## src/shared/csd_defines.svh

```systemverilog
/*
 * Constants of the two-channel cycle-steal transfer engine: register
 * offsets, field positions, reset values and bus timing counts.
 * Assumes a single 25 MHz system clock and a register port that is
 * addressed by word index.
 */
// Notes on behaviour
// [RULE1] Two independent channels take the shared bus ahead of the processor.
// [RULE2] Requests come from a software request write or a selected interrupt line.
// [RULE3] Transfers ignore interrupt mask and levels and never touch pending interrupts.
// [RULE4] An enabled channel starts one unit transfer per accepted request.
// [RULE5] Requests arriving faster than transfers merge into one pending request.
// [RULE6] Addresses are 20 bit; the channel register window is never transferred.
// [RULE7] The transfer counter holds a 16-bit unit count.
// [RULE8] Sources: both external pins by edge, timers, serial, converter, software.
// [RULE9] With both channels pending, channel zero is served first.
// [RULE10] Each request moves one unit, a 16-bit word or an 8-bit byte.
// [RULE11] Software never sets both source and destination incrementing.
// [RULE12] Single mode clears enable and idles the channel on counter underflow.
// [RULE13] Repeat mode reloads the counter on underflow and stays active.
// [RULE14] Counter underflow raises the channel's transfer-complete interrupt request.
// [RULE15] First transfer after activation loads pointer and counter from reload values.
// [RULE16] Incrementing pointer always writable; fixed pointer writable only when disabled.
// [RULE17] All registers readable; enabled incrementing pointer reads the working pointer.
// [RULE18] A unit is source read cycles followed by destination write cycles.
// [RULE19] Word units at odd addresses on a 16-bit bus take one extra cycle.
// [RULE20] With an 8-bit external bus a word is two byte reads and two writes.
// [RULE21] Channel accesses to internal areas use the width set by the bus pin.
// [RULE22] Special register area or wait region access adds one bus-clock cycle.
// [RULE23] Pending bit sets on every request, clears before transfer; software only clears.
// [RULE24] Writing enable one to an active channel restarts it with fresh reloads.
// [RULE25] Each completed unit decrements the counter and advances the pointer.
`ifndef CSD_DEFINES_SVH
`define CSD_DEFINES_SVH

// ----------------------------------------------------------------------------
// Register word indices, channel n at base + n * stride
// ----------------------------------------------------------------------------
`define CSD_REG_STRIDE   4'h8
`define CSD_REG_SRC      4'h0
`define CSD_REG_DST      4'h1
`define CSD_REG_RELOAD   4'h2
`define CSD_REG_COUNT    4'h3
`define CSD_REG_CTRL     4'h4
`define CSD_REG_SELECT   4'h5

// ----------------------------------------------------------------------------
// Control field positions
// ----------------------------------------------------------------------------
`define CSD_CTRL_BYTE    0
`define CSD_CTRL_REPEAT  1
`define CSD_CTRL_PEND    2
`define CSD_CTRL_ENABLE  3
`define CSD_CTRL_SRC_INC 4
`define CSD_CTRL_DST_INC 5
`define CSD_CTRL_SWREQ   6

// ----------------------------------------------------------------------------
// Address map and reset values
// ----------------------------------------------------------------------------
`define CSD_PROT_LO      20'h00020
`define CSD_PROT_HI      20'h0003F
`define CSD_SFR_HI       20'h003FF
`define CSD_RST_SEL      5'h00
`define CSD_SEL_WIDTH    5
`define CSD_SRC_COUNT    32
`define CSD_RST_ADDR     20'h00000
`define CSD_RST_COUNT    16'h0000

// ----------------------------------------------------------------------------
// Bus timing: one bus cycle base, one extra for a waited area
// ----------------------------------------------------------------------------
`define CSD_CYC_BASE     2'h1
`define CSD_CYC_WAIT     2'h2

`endif

```

## src/shared/csd_pkg.sv

```systemverilog
/*
 * Types of the transfer engine. Assumes csd_defines.svh for numbers.
 */
package csd_pkg;

  typedef struct packed {
    logic [19:0] addr;
    logic [15:0] wdata;
    logic        wr;
    logic        rd;
    logic        byte_lane;
  } csd_bus_req_t;

  typedef struct packed {
    logic        byte_unit;
    logic        repeat_mode;
    logic        src_inc;
    logic        dst_inc;
  } csd_mode_t;

  typedef enum logic [4:0] {
    CSD_IDLE  = 5'b00001,
    CSD_READ  = 5'b00010,
    CSD_WRITE = 5'b00100,
    CSD_NEXT  = 5'b01000,
    CSD_DONE  = 5'b10000
  } csd_state_t;

endpackage

```

## src/hw/csd_access.sv

```systemverilog
/*
 * One bus access stepper: counts the parts and wait cycles of a read or a
 * write of one unit. Assumes the shared bus answers in the cycle granted.
 */
`timescale 1ns/1ps
`include "csd_defines.svh"

module csd_access (
  input  wire logic        clk_sys,
  input  wire logic        rst_n,
  input  wire logic        start,
  input  wire logic [19:0] addr,
  input  wire logic        byte_unit,
  input  wire logic        bus8,
  output logic             part,
  output logic             last
);

  logic [1:0] parts;
  logic [1:0] waits;
  logic [1:0] wcnt;
  logic       busy;
  logic       wait_area;

  // The register area and its neighbour region carry one software wait.
  assign wait_area = (addr <= `CSD_SFR_HI); // RULE22
  // Word units split on a narrow bus or an odd address.
  assign parts = (!byte_unit && (bus8 || addr[0])) ? 2'h2 : 2'h1; // RULE19 RULE20 RULE21
  assign waits = wait_area ? `CSD_CYC_WAIT : `CSD_CYC_BASE;

  always_ff @(posedge clk_sys) begin
    if (!rst_n) begin
      busy <= 1'b0;
      part <= 1'b0;
      wcnt <= 2'h0;
    end else if (start) begin
      busy <= 1'b1;
      part <= 1'b0;
      wcnt <= 2'h1;
    end else if (busy) begin
      if (wcnt == waits) begin
        wcnt <= 2'h1;
        if (part == 1'b1 || parts == 2'h1) begin
          busy <= 1'b0;
        end else begin
          part <= 1'b1;
        end
      end else begin
        wcnt <= wcnt + 2'h1;
      end
    end
  end

  assign last = busy && (wcnt == waits) && (part == 1'b1 || parts == 2'h1);

endmodule // csd_access

```

## src/hw/csd_top.sv

```systemverilog
/*
 * Two-channel cycle-steal transfer engine. Holds the channel registers, the
 * request arbiter and the bus sequencer. Assumes the processor yields the
 * shared bus whenever bus_req is high and that the data read back arrive
 * with bus_rdata in the cycle of the access.
 */
// Chosen here: strobed register access and the placing of the registers.
`timescale 1ns/1ps
`include "csd_defines.svh"

module csd_top (
  input  wire logic        clk_sys,
  input  wire logic        rst_n,
  input  wire logic [3:0]  reg_addr,
  input  wire logic [31:0] reg_wdata,
  input  wire logic        reg_wr,
  input  wire logic        reg_rd,
  output logic      [31:0] reg_rdata,
  input  wire logic [29:0] periph_irq,
  input  wire logic        ext_irq_pin_zero,
  input  wire logic        ext_irq_pin_one,
  input  wire logic        bus8,
  output logic             bus_req,
  output csd_pkg::csd_bus_req_t bus_out,
  input  wire logic [15:0] bus_rdata,
  output logic [1:0]       done_irq
);

  // --------------------------------------------------------------------------
  // Pin synchronisers and edge detection
  // --------------------------------------------------------------------------
  logic [1:0] pin_s1;
  logic [1:0] pin_s2;
  logic [1:0] pin_d;
  logic [1:0] pin_fall;
  logic [1:0] pin_both;
  logic       bus8_s1;
  logic       bus8_s2;

  always_ff @(posedge clk_sys) begin
    if (!rst_n) begin
      pin_s1 <= 2'h3;
      pin_s2 <= 2'h3;
      pin_d  <= 2'h3;
      bus8_s1 <= 1'b0;
      bus8_s2 <= 1'b0;
    end else begin
      pin_s1 <= {ext_irq_pin_one, ext_irq_pin_zero};
      pin_s2 <= pin_s1;
      pin_d  <= pin_s2;
      bus8_s1 <= bus8;
      bus8_s2 <= bus8_s1;
    end
  end

  assign pin_fall = pin_d & ~pin_s2;
  assign pin_both = pin_d ^ pin_s2;

  // --------------------------------------------------------------------------
  // Channel registers
  // --------------------------------------------------------------------------
  logic [19:0] src_ptr [2];
  logic [19:0] dst_ptr [2];
  logic [19:0] work_ptr [2];
  logic [15:0] reload [2];
  logic [15:0] count [2];
  logic [4:0]  sel [2];
  logic [1:0]  enable;
  logic [1:0]  pend;
  logic [1:0]  fresh;
  csd_pkg::csd_mode_t mode [2];

  logic        xfer_start;
  logic        xfer_ch;
  logic        start_ch;
  logic        unit_done;
  logic        underflow;
  logic [1:0]  req_ev;
  logic [1:0]  wr_ch;
  logic [3:0]  reg_idx;

  assign reg_idx = {1'b0, reg_addr[2:0]};

  genvar g;
  generate
    for (g = 0; g < 2; g++) begin : g_ch
      logic        src_ev;
      logic        swreq;
      logic        restart;
      logic        is_cur;
      logic        is_new;
      logic [31:0] src_vec;

      assign wr_ch[g] = reg_wr && (reg_addr[3] == 1'(g));
      // Select code 0 is the falling pin edge; a software request needs no selection.
      assign src_vec = {periph_irq, pin_both[g], pin_fall[g]}; // RULE8
      assign src_ev  = src_vec[sel[g]]; // RULE2
      assign swreq   = wr_ch[g] && (reg_idx == `CSD_REG_CTRL) && reg_wdata[`CSD_CTRL_SWREQ]; // RULE2
      assign req_ev[g] = src_ev || swreq;
      assign restart = wr_ch[g] && (reg_idx == `CSD_REG_CTRL) && reg_wdata[`CSD_CTRL_ENABLE];
      assign is_cur  = (xfer_ch == 1'(g));
      assign is_new  = (start_ch == 1'(g));

      // Peripheral lines are only sampled; nothing here clears them.
      always_ff @(posedge clk_sys) begin // RULE3
        if (!rst_n) begin
          pend[g] <= 1'b0;
        end else if (req_ev[g]) begin
          pend[g] <= 1'b1; // RULE23 RULE5
        end else if (xfer_start && is_new) begin
          pend[g] <= 1'b0; // RULE23
        end else if (wr_ch[g] && reg_idx == `CSD_REG_CTRL && !reg_wdata[`CSD_CTRL_PEND]) begin
          pend[g] <= 1'b0; // RULE23
        end
      end

      always_ff @(posedge clk_sys) begin
        if (!rst_n) begin
          enable[g] <= 1'b0;
          fresh[g]  <= 1'b0;
          mode[g]   <= '0;
          sel[g]    <= `CSD_RST_SEL;
        end else begin
          if (wr_ch[g] && reg_idx == `CSD_REG_CTRL) begin
            enable[g] <= reg_wdata[`CSD_CTRL_ENABLE];
            fresh[g]  <= reg_wdata[`CSD_CTRL_ENABLE]; // RULE24
            mode[g]   <= '{byte_unit:   reg_wdata[`CSD_CTRL_BYTE],
                           repeat_mode: reg_wdata[`CSD_CTRL_REPEAT],
                           src_inc:     reg_wdata[`CSD_CTRL_SRC_INC],
                           dst_inc:     reg_wdata[`CSD_CTRL_DST_INC]};
          end else if (unit_done && is_cur && underflow && !mode[g].repeat_mode) begin
            enable[g] <= 1'b0; // RULE12
          end else if (xfer_start && is_new) begin
            fresh[g] <= 1'b0;
          end
          if (wr_ch[g] && reg_idx == `CSD_REG_SELECT) begin
            sel[g] <= reg_wdata[4:0];
          end
        end
      end

      // The incrementing pointer is always writable, the fixed one only when the channel is disabled.
      always_ff @(posedge clk_sys) begin
        if (!rst_n) begin
          src_ptr[g] <= `CSD_RST_ADDR;
          dst_ptr[g] <= `CSD_RST_ADDR;
          reload[g]  <= `CSD_RST_COUNT;
        end else if (wr_ch[g]) begin
          if (reg_idx == `CSD_REG_SRC && (mode[g].src_inc || !enable[g])) begin
            src_ptr[g] <= reg_wdata[19:0]; // RULE16
          end
          if (reg_idx == `CSD_REG_DST && (mode[g].dst_inc || !enable[g])) begin
            dst_ptr[g] <= reg_wdata[19:0]; // RULE16
          end
          if (reg_idx == `CSD_REG_RELOAD) begin
            reload[g] <= reg_wdata[15:0];
          end
        end
      end

      always_ff @(posedge clk_sys) begin
        if (!rst_n) begin
          work_ptr[g] <= `CSD_RST_ADDR;
          count[g]    <= `CSD_RST_COUNT;
        end else if (xfer_start && is_new && fresh[g]) begin
          work_ptr[g] <= mode[g].src_inc ? src_ptr[g] : dst_ptr[g]; // RULE15
          count[g]    <= reload[g]; // RULE15 RULE7
        end else if (unit_done && is_cur) begin
          work_ptr[g] <= work_ptr[g] + (mode[g].byte_unit ? 20'h00001 : 20'h00002); // RULE25
          count[g]    <= (underflow && mode[g].repeat_mode) ? reload[g] : count[g] - 16'h0001; // RULE13 RULE25
        end
      end

      assign done_irq[g] = unit_done && is_cur && underflow; // RULE14
    end
  endgenerate

  // --------------------------------------------------------------------------
  // Arbiter and unit sequencer
  // --------------------------------------------------------------------------
  csd_pkg::csd_state_t state;
  logic        part;
  logic        acc_last;
  logic        acc_start;
  logic [15:0] data;
  logic [19:0] cur_src;
  logic [19:0] cur_dst;
  logic [19:0] cur_addr;
  logic [1:0]  ready;
  logic        protect;
  logic        out_part;
  logic [15:0] data_in;
  logic [19:0] part_addr;

  // After each unit the bus goes back to the processor for three cycles (NEXT, DONE, IDLE).
  assign ready      = pend & enable;
  assign xfer_start = (state == csd_pkg::CSD_IDLE) && (ready != 2'h0); // RULE4 RULE1
  assign start_ch   = !ready[0];
  assign underflow  = (count[xfer_ch] == 16'h0000);
  assign cur_src    = mode[xfer_ch].src_inc ? work_ptr[xfer_ch] : src_ptr[xfer_ch];
  assign cur_dst    = mode[xfer_ch].dst_inc ? work_ptr[xfer_ch] : dst_ptr[xfer_ch];
  assign cur_addr   = (state == csd_pkg::CSD_WRITE) ? cur_dst : cur_src;
  assign part_addr  = cur_addr + {19'h00000, part};
  assign protect    = (part_addr >= `CSD_PROT_LO) && (part_addr <= `CSD_PROT_HI);
  assign unit_done  = (state == csd_pkg::CSD_NEXT);

  always_ff @(posedge clk_sys) begin
    if (!rst_n) begin
      state   <= csd_pkg::CSD_IDLE;
      xfer_ch <= 1'b0;
    end else begin
      unique case (state)
        csd_pkg::CSD_IDLE: begin
          if (xfer_start) begin
            xfer_ch <= start_ch; // RULE9
            state   <= csd_pkg::CSD_READ;
          end
        end
        csd_pkg::CSD_READ: begin
          if (acc_last) begin
            state <= csd_pkg::CSD_WRITE; // RULE18
          end
        end
        csd_pkg::CSD_WRITE: begin
          if (acc_last) begin
            state <= csd_pkg::CSD_NEXT;
          end
        end
        csd_pkg::CSD_NEXT: begin
          state <= csd_pkg::CSD_DONE;
        end
        csd_pkg::CSD_DONE: begin
          state <= csd_pkg::CSD_IDLE;
        end
      endcase
    end
  end

  assign acc_start = (state == csd_pkg::CSD_IDLE && xfer_start) || (state == csd_pkg::CSD_READ && acc_last);

  csd_access u_access (
    .clk_sys   (clk_sys),
    .rst_n     (rst_n),
    .start     (acc_start),
    .addr      (cur_addr),
    .byte_unit (mode[xfer_ch].byte_unit),
    .bus8      (bus8_s2),
    .part      (part),
    .last      (acc_last)
  );

  always_ff @(posedge clk_sys) begin
    if (!rst_n) begin
      data <= 16'h0000;
    end else begin
      data <= data_in;
    end
  end

  // Data are taken while the registered read stands; a write launched on that edge gets them forwarded.
  assign data_in = !(bus_req && bus_out.rd) ? data : (out_part ? {bus_rdata[7:0], data[7:0]} : bus_rdata);

  // The channel register window is masked from every access.
  always_ff @(posedge clk_sys) begin
    if (!rst_n) begin
      bus_req <= 1'b0;
      bus_out <= '0;
      out_part <= 1'b0;
    end else begin
      bus_req <= (state == csd_pkg::CSD_READ) || (state == csd_pkg::CSD_WRITE); // RULE1
      out_part          <= part;
      bus_out.addr      <= part_addr;
      bus_out.wdata     <= part ? {8'h00, data_in[15:8]} : data_in;
      bus_out.rd        <= (state == csd_pkg::CSD_READ) && !protect; // RULE6
      bus_out.wr        <= (state == csd_pkg::CSD_WRITE) && !protect; // RULE6
      bus_out.byte_lane <= mode[xfer_ch].byte_unit || bus8_s2 || cur_addr[0]; // RULE10 RULE21
    end
  end

  // --------------------------------------------------------------------------
  // Register read port
  // --------------------------------------------------------------------------
  logic rch;
  assign rch = reg_addr[3];

  always_ff @(posedge clk_sys) begin
    if (!rst_n) begin
      reg_rdata <= 32'h00000000;
    end else if (reg_rd) begin
      unique case (reg_idx)
        `CSD_REG_SRC:    reg_rdata <= {12'h000, (enable[rch] && mode[rch].src_inc) ? work_ptr[rch] : src_ptr[rch]}; // RULE17
        `CSD_REG_DST:    reg_rdata <= {12'h000, (enable[rch] && mode[rch].dst_inc) ? work_ptr[rch] : dst_ptr[rch]}; // RULE17
        `CSD_REG_RELOAD: reg_rdata <= {16'h0000, reload[rch]};
        `CSD_REG_COUNT:  reg_rdata <= {16'h0000, count[rch]};
        `CSD_REG_CTRL:   reg_rdata <= {26'h0000000, mode[rch].dst_inc, mode[rch].src_inc, enable[rch],
                                       pend[rch], mode[rch].repeat_mode, mode[rch].byte_unit};
        `CSD_REG_SELECT: reg_rdata <= {27'h0000000, sel[rch]};
        default:         reg_rdata <= 32'h00000000;
      endcase
    end
  end

  // --------------------------------------------------------------------------
  // Checks
  // --------------------------------------------------------------------------
  property p_prio;
    @(posedge clk_sys) disable iff (!rst_n)
      (xfer_start && ready == 2'h3) |=> (xfer_ch == 1'b0);
  endproperty
  a_prio: assert property (p_prio) else $error("channel one served before channel zero"); // RULE9

  property p_single_stop;
    @(posedge clk_sys) disable iff (!rst_n)
      (unit_done && underflow && !mode[xfer_ch].repeat_mode && !reg_wr) |=> !enable[$past(xfer_ch)];
  endproperty
  a_single_stop: assert property (p_single_stop) else $error("single mode channel still enabled"); // RULE12

  property p_irq;
    @(posedge clk_sys) disable iff (!rst_n)
      (done_irq != 2'h0) |-> (state == csd_pkg::CSD_NEXT && underflow);
  endproperty
  a_irq: assert property (p_irq) else $error("interrupt without underflow"); // RULE14

  property p_order;
    @(posedge clk_sys) disable iff (!rst_n)
      $rose(state == csd_pkg::CSD_WRITE) |-> $past(state == csd_pkg::CSD_READ);
  endproperty
  a_order: assert property (p_order) else $error("write not preceded by read"); // RULE18

  property p_pend_clr;
    @(posedge clk_sys) disable iff (!rst_n)
      (xfer_start && req_ev == 2'h0) |=> (pend[$past(start_ch)] == 1'b0);
  endproperty
  a_pend_clr: assert property (p_pend_clr) else $error("pending bit kept after start"); // RULE23

  property p_start;
    @(posedge clk_sys) disable iff (!rst_n)
      (state == csd_pkg::CSD_IDLE && ready != 2'h0) |=> (state == csd_pkg::CSD_READ);
  endproperty
  a_start: assert property (p_start) else $error("ready request not started"); // RULE4

  property p_protect;
    @(posedge clk_sys) disable iff (!rst_n)
      (bus_out.rd || bus_out.wr) |-> !(bus_out.addr >= `CSD_PROT_LO && bus_out.addr <= `CSD_PROT_HI);
  endproperty
  a_protect: assert property (p_protect) else $error("register window reached by transfer"); // RULE6

  property p_dec;
    @(posedge clk_sys) disable iff (!rst_n)
      (unit_done && !underflow) |=> (count[$past(xfer_ch)] == $past(count[xfer_ch]) - 16'h0001);
  endproperty
  a_dec: assert property (p_dec) else $error("counter not decremented"); // RULE25

endmodule // csd_top

```

## config.mk

```make
export PLATFORM = sky130hd
export DESIGN_NAME = csd_top
export DESIGN_NICKNAME = d
export VERILOG_FILES = /design/src/shared/csd_pkg.sv /design/src/hw/csd_access.sv /design/src/hw/csd_top.sv
export VERILOG_INCLUDE_DIRS = /design/src /design/src/shared
export SDC_FILE = /design/constraint.sdc
export NUM_CORES = 1
export LEC_CHECK = 0
export BUFFER_PORTS_ARGS = -buffer_cell sky130_fd_sc_hd__buf_2
export CORE_MARGIN = 2
export CORE_UTILIZATION = 60
export DETAILED_ROUTE_END_ITERATION = 6
export PLACE_DENSITY_LB_ADDON = 0.12
export SYNTH_ARGS = -nofsm -noshare
export SYNTH_HDL_FRONTEND = slang
export SYNTH_HIERARCHICAL = 1
export SYNTH_SLANG_ARGS = --single-unit
```

## constraint.sdc

```tcl
create_clock -name clk_sys -period 4.62 [get_ports clk_sys]
set_input_delay 0.462 -clock clk_sys [delete_from_list [all_inputs] [get_ports clk_sys]]
set_output_delay 0.462 -clock clk_sys [all_outputs]
set_load 0.02 [all_outputs]
```

==> summary.txt, run 1 <==
Status
  • Status: complete, no violations

Synthesis
  • Top cells by count, synth: 202 x edfxtp_1, 150 x mux2i_1, 137 x nor2_1, 131 x and2_1, 102 x dfxtp_1
  • Syn Std Cell Area: 17400 um^2
  • Syn Inst Count: approximately 1500
  • Top_reg_cell synth: edfxtp_1
  • Synth Area per Inst: 11.2 um^2
  • Most frequent cell after synthesis: edfxtp_1
  • Synth area leader: edfxtp_1
  • Seq/Total Area, Yosys: 0.467
  • Fraction of registers with async set/reset: 0
  • Share of the synthesized area in the top cell type: 0.349
  • Netlist cell types: 80
  • Ranking of synthesized cells by area: edfxtp_1 35%, dfxtp_1 12%, mux2i_1 8.6%, mux4_2 8.3%, and2_1 4.7%
  • Yosys reg bits: approximately 300
  • Yosys warns: 6
  • Post-synth EDFFs: 202

Worst setup path
  • Setup CP Type: reg -> reg
  • Worst Reg-to-Reg Cells: 14
  • RR Endpoint: state[1]
  • Arr. time, crit path: 4.71 ns
  • CP max FO: 19
  • Reg-to-reg slack, setup: ~0.36 ns
  • CP Capture Type: flop
  • Startpoint Class: flop
  • Req. time, crit path: roughly 5.1 ns

Min path
  • Hold path cells: 2
  • Worst min-delay path category: in -> reg
  • Hold worst-path end: pin_s1[0]
  • Hold Startpoint: ext_irq_pin_zero

Detailed routing
  • DRC: 0
  • Mean number of vias per cell: 6.55
  • Initial DRT Pass Iterations: 7
  • Wire per inst: 24.2 um
  • DRT iter0 DRCs: between 1500 and 2000
  • Routed via count: 13500
  • Total Wirelength: 50000 um
  • Post-route antenna net violation count: 0

Floorplan
  • Core area: 28600 um^2
  • I/O pin count: 163
  • Die W: about 170 um
  • Die Y: 174 um
  • FP Rows: 62
  • DIE AREA: 30300 um^2
  • Starting Density: 0.607

STA
  • Final Max Slew Viols: 0
  • Clock skew: 0.0294 ns
  • Hold WS: 0.130 ns
  • Slew headroom: 0.199
  • Final Setup Violations: 0
  • Crit share post-route: 0.923
  • Final min period: 4.26 ns
  • Final hold violation count: 0
  • Setup TNS: 0 ns
  • Fmax: about 0.23 GHz
  • Worst slew pin tran: 1.20 ns
  • RSZ-0062 raised after global routing: false

Power and ir drop
  • Leak pwr: ~7.4 nW
  • Peak supply drop: 0.352 mV
  • PD cells: 342 nW/um^2

Global route
  • Met3 Usage GRT: 0.0606
  • Met2 Use GR: 0.533
  • First-pass GRT wire length: 75900 um
  • Initial antenna violation count: 2
  • Grt met1 use: 0.437
  • Pin count of the biggest net entering global routing: 54
  • Most used routing layer: met2
  • Grt ovf: 0
  • Number of global-route vias before repair: 13200
  • Total track usage: 0.327

CTS
  • TritonCTS Buffers: 35
  • Sink Count: 304
  • CTS tree: yes
  • Max H-tree Level: 2
  • Clock Tree Buf Depth: 3
  • Register clock-pin slew on the reported worst setup and hold paths: 0.06 ns
  • Post-CTS setup buffers: 0
  • CTS root buf: clkbuf_16
  • Cts repair resizes: 0
  • Clk_lat worst skew: 0.53 ns
  • CTS Hold Bufs: 0

Placement
  • Placed cells: roughly 2000
  • GPL Wtd Cong: slightly above 0.9
  • HPWL after DPL: between 30000 and 40000 um
  • Port Buffers: 138

Final layout
  • Share of layout cells above drive strength 1: 0.215
  • Area growth from synthesis to layout: 12.2%
  • Diode count: 0
  • Non-filler cells, final: 2066
  • Nets@finish: approximately 1800
  • Fillers: between 2000 and 2500

Run
  • Max cap viols: 0
stage by stage:
step	power [mW]	area, um^2	utilization	setup WS (ns)
after floorplan	3.65	17400	-	0.750
after global placement	3.91	18400	0.641	0.516
after detailed placement	3.92	18400	0.641	0.444
after CTS	6.68	19500	0.681	0.419
after global routing	6.85	19500	0.681	0.0477
final	6.68	19500	0.681	0.356
how the worst max path moves through the flow:
stage                     slack (ns)   startpoint             to  cells past startpoint
after floorplan                 0.75  reg_addr[3]  dst_ptr[1][0]                      6
after global placement          0.52         flop       state[1]                     14
after detailed placement        0.44         flop       state[1]                     14
after CTS                       0.42         flop       state[1]                     14
after global routing            0.05         flop       state[1]                     14
final                           0.36         flop       state[1]                     14
sequential cells by signal (all words and copies together) (netlist names), 5 cells and up, named ones only:
name,cells
dst_ptr,40
reg_rdata,20
reload,32
mode,8
state,5
sel,10
bus_out,39
data,16
work_ptr,40
src_ptr,40
count,32
worst max-delay path: stages, from the launching register on:
cell and delay [ns]:
dfxtp_2 0.69, mux2i_4 0.49, o21ai_2 0.21, o221ai_1 0.23
o32a_1 0.35, inv_1 0.13, nor4_2 0.47, and3_1 0.29
a31oi_1 0.12, nor3_1 0.39, a21oi_1 0.12, a31o_2 0.25
a31oi_1 0.19, a41oi_1 0.13, nor2_1 0.11
cell families after synthesis:
logic type | Yosys count | share of synthesized area
other | 1 | 0.000216
and+or+nand+nor | 507 | 0.155
adders and majority gates | 12 | 0.00951
DFF | 304 | 0.467
muxes | 242 | 0.188
buffers and inverters | 144 | 0.0383
xor gates and xnor gates | 67 | 0.0338
AOI/OAI and AO/OA | 271 | 0.108
where the power goes:
part           switching [mW]  internal [mW]
combinational           0.457          0.305
sequential              0.120           3.01
clock                    1.13           1.66
routing by layer:
layer / vias up / part of all wire
li1: 6018 / -
met1: 6601 / 0.38
met2: 781 / 0.47
met3: 124 / 0.11
met4: 2 / 0.036
met5: - / 0.00030
final cells by class:
| class | instances | area [um^2] | share of cell area |
|---|---|---|---|
| clock buffer | 45 | 933 | 0.0479 |
| clock inverter | 17 | 200 | 0.0103 |
| inverter | 30 | 113 | 0.00578 |
| multi-input combinational | 1111 | 8680 | 0.446 |
| sequential | 304 | 8110 | 0.416 |
| tap | 384 | 480 | 0.0247 |
| timing repair buffer | 175 | 971 | 0.0498 |
cells in the final DEF, fill, tap and decap left out, drive strengths merged, types with 45 or more instances in the layout:
cell      n
edfxtp  202
buf     175
mux2i   151
nor2    138
and2    131
dfxtp   102
nand2    78
mux4     64
a21oi    56
clkbuf   45
No activity file was read; power rests on OpenSTA's default activity.
==> run 2, diff against run 1 <==
--- a/config.mk
+++ b/config.mk
@@ -11,5 +11,6 @@
 export CORE_UTILIZATION = 60
 export DETAILED_ROUTE_END_ITERATION = 6
-export PLACE_DENSITY_LB_ADDON = 0.12
+export HOLD_SLACK_MARGIN = 0.02
+export PLACE_DENSITY = 0.81
 export SYNTH_ARGS = -nofsm -noshare
 export SYNTH_HDL_FRONTEND = slang
==> constraint.sdc (replaced) <==
create_clock -name clk_sys -period 4.62 [get_ports clk_sys]
set_input_delay 0.462 -clock clk_sys [delete_from_list [all_inputs] [get_ports clk_sys]]
set_output_delay 0.462 -clock clk_sys [all_outputs]
set_load 0.1 [all_outputs]
==> summary.txt, run 2 (same netlist as run 1, synthesis figures left out) <==
CTS
  • TritonCTS Buffers: 31
  • Register clock-pin slew on the reported worst setup and hold paths: 0.06 ns
  • CTS root buf: clkbuf_16
  • Cts repair resizes: 0
  • CTS tree: yes
  • Clk_lat worst skew: about 0.58 ns
  • Clock Tree Buf Depth: 3
  • Sink Count: a little over 300
  • Max H-tree Level: 1
  • CTS Hold Bufs: 0
  • Post-CTS setup buffers: 0

Final layout
  • Design Area, Final: 19300 um^2
  • Diode count: 0
  • Top flop regs: dst_ptr: 40 flops, src_ptr: 40 flops, work_ptr: 40 flops
  • Most frequent cells in the layout: 202 x edfxtp_1, 150 x mux2i_1, 137 x buf_2, 131 x nor2_1, 131 x and2_1
  • Fillers: between 2000 and 2500
  • Share of layout cells above drive strength 1: 0.209
  • Post-Route Utilization: 0.675
  • Area growth from synthesis to layout: 11.2%
  • Nets@finish: between 1500 and 2000
  • Commonest non-fill, non-tap cell in the layout: edfxtp_1

STA
  • Clock skew: between 0.01 and 0.015 ns
  • Final hold violation count: 0
  • Crit share post-route: 0.890
  • Final Setup Violations: 0
  • Slew headroom: 0.179
  • Final min period: 4.11 ns
  • Worst slew pin tran: 1.23 ns
  • RSZ-0062 raised after global routing: false
  • Setup TNS: 0 ns
  • Final Max Slew Viols: 0
  • Fmax: 0.243 GHz

Power and ir drop
  • Leak pwr: 7.30 nW
  • PD cells: roughly 340 nW/um^2
  • Peak supply drop: 0.291 mV

Status
  • Status: complete, no violations

Floorplan
  • Starting Density: 0.607
  • FP Rows: 62
  • DIE AREA: 30300 um^2
  • Die W: 174 um
  • Core area: 28600 um^2
  • I/O pin count: roughly 160
  • Die Y: 174 um

Worst setup path
  • Req. time, crit path: 5.12 ns
  • Reg-to-reg slack, setup: 0.51 ns
  • Startpoint Class: flop
  • Setup CP Type: reg -> reg
  • CP Capture Type: flop
  • CP max stage cell: dfxtp_2
  • Largest stage delay on the critical path: 0.62 ns
  • Family with the most delay on the worst path: multiplexers
  • CP max FO: 30
  • Arr. time, crit path: 4.61 ns
  • CP cell instances: buf_4, mux4_2, mux2i_1, inv_1, nor2_1, and3_1, a31oi_1, nor3_1, buf_4, a21oi_1, a31o_2, a31oi_1, a41oi_1, nor2_1
  • Buf/Inv on CP: 3

Global route
  • Grt ovf: 0
  • First-pass GRT wire length: 75500 um
  • Number of global-route vias before repair: 13400
  • Total track usage: 0.320
  • Pin count of the biggest net entering global routing: 66
  • Initial antenna violation count: 0

Placement
  • DP Area: approximately 18000 um^2
  • Port Buffers: 138
  • HPWL after DPL: 33700 um
  • GPL Wtd Cong: approximately 0.94

Detailed routing
  • Mean number of vias per cell: 6.72
  • Wire per inst: between 20 and 25 um
  • DRT iter0 DRCs: approximately 1800
  • Total Wirelength: between 40000 and 50000 um
  • DRC: 0
  • Initial DRT Pass Iterations: 6
  • Routed via count: 13800
  • Post-route antenna net violation count: 0

Run
  • Max cap viols: 0

Min path
  • Hold Startpoint: ext_irq_pin_one
  • Worst min-delay path category: in -> reg
[run 2: cell count changes in the layout (fill, tap and decap cells not counted)]
cell / change
clkinv_1: +3
clkbuf_8: -1
clkinv_2: +2
buf_4: -6
bufinv_16: -1
clkinvlp_4: +1
inv_2: -1
clkinv_4: -1
clkbuf_16: -4
clkbuf_1: -2
[run 2: where the power goes]
part	internal (mW)	total, mW	switching, mW
Sequential	3.01	3.13	0.124
Combinational	0.293	0.915	0.623
Clock	1.42	2.49	1.07
[run 2: worst reg2reg max path: stages (launching register included)]
cell and delay (ns):
dfxtp_2 0.62, buf_4 0.56, mux4_2 0.59, mux2i_1 0.44, inv_1 0.15, nor2_1 0.19
and3_1 0.24, a31oi_1 0.13, nor3_1 0.22, buf_4 0.17, a21oi_1 0.05, a31o_2 0.24
a31oi_1 0.19, a41oi_1 0.14, nor2_1 0.11
[run 2: worst paths after layout]
kind               endpoint  cells after the start
hold / removal    pin_s1[1]                      2
setup / recovery   state[1]                     14
hold reg to reg   pin_s2[0]                      1
setup reg to reg   state[1]                     14
[run 2: routing by layer]
layer  GRT usage  routed length (um)  up-vias
li1            -                   -     5994
met4       0.159                2670        0
met5           0                   0        -
met3      0.0711                6240      166
met1       0.420               18000     6625
met2       0.507               22600     1032
[run 2: final cells by class]
type                    instances  area (um^2)  share of cell area
flip-flops and latches        304         8110               0.420
well taps                     384          480              0.0249
multi-input cells            1111         8680               0.450
clock buffers                  38          812              0.0421
clock inverters                20          186             0.00965
repair buffers                169          926              0.0479
inverters                      30          113             0.00583
[run 2: per-stage QoR]
stage	instances	power, mW	setup WS (ns)	hold slack, ns
finish	2056	6.53	0.509	0.0915
global route	2056	6.71	0.234	0.0965
CTS	2056	6.52	0.653	0.0866
detailed placement	1998	4.08	0.660	0.396
global placement	1998	4.05	0.802	0.397
floorplan	1559	3.82	0.750	0.386
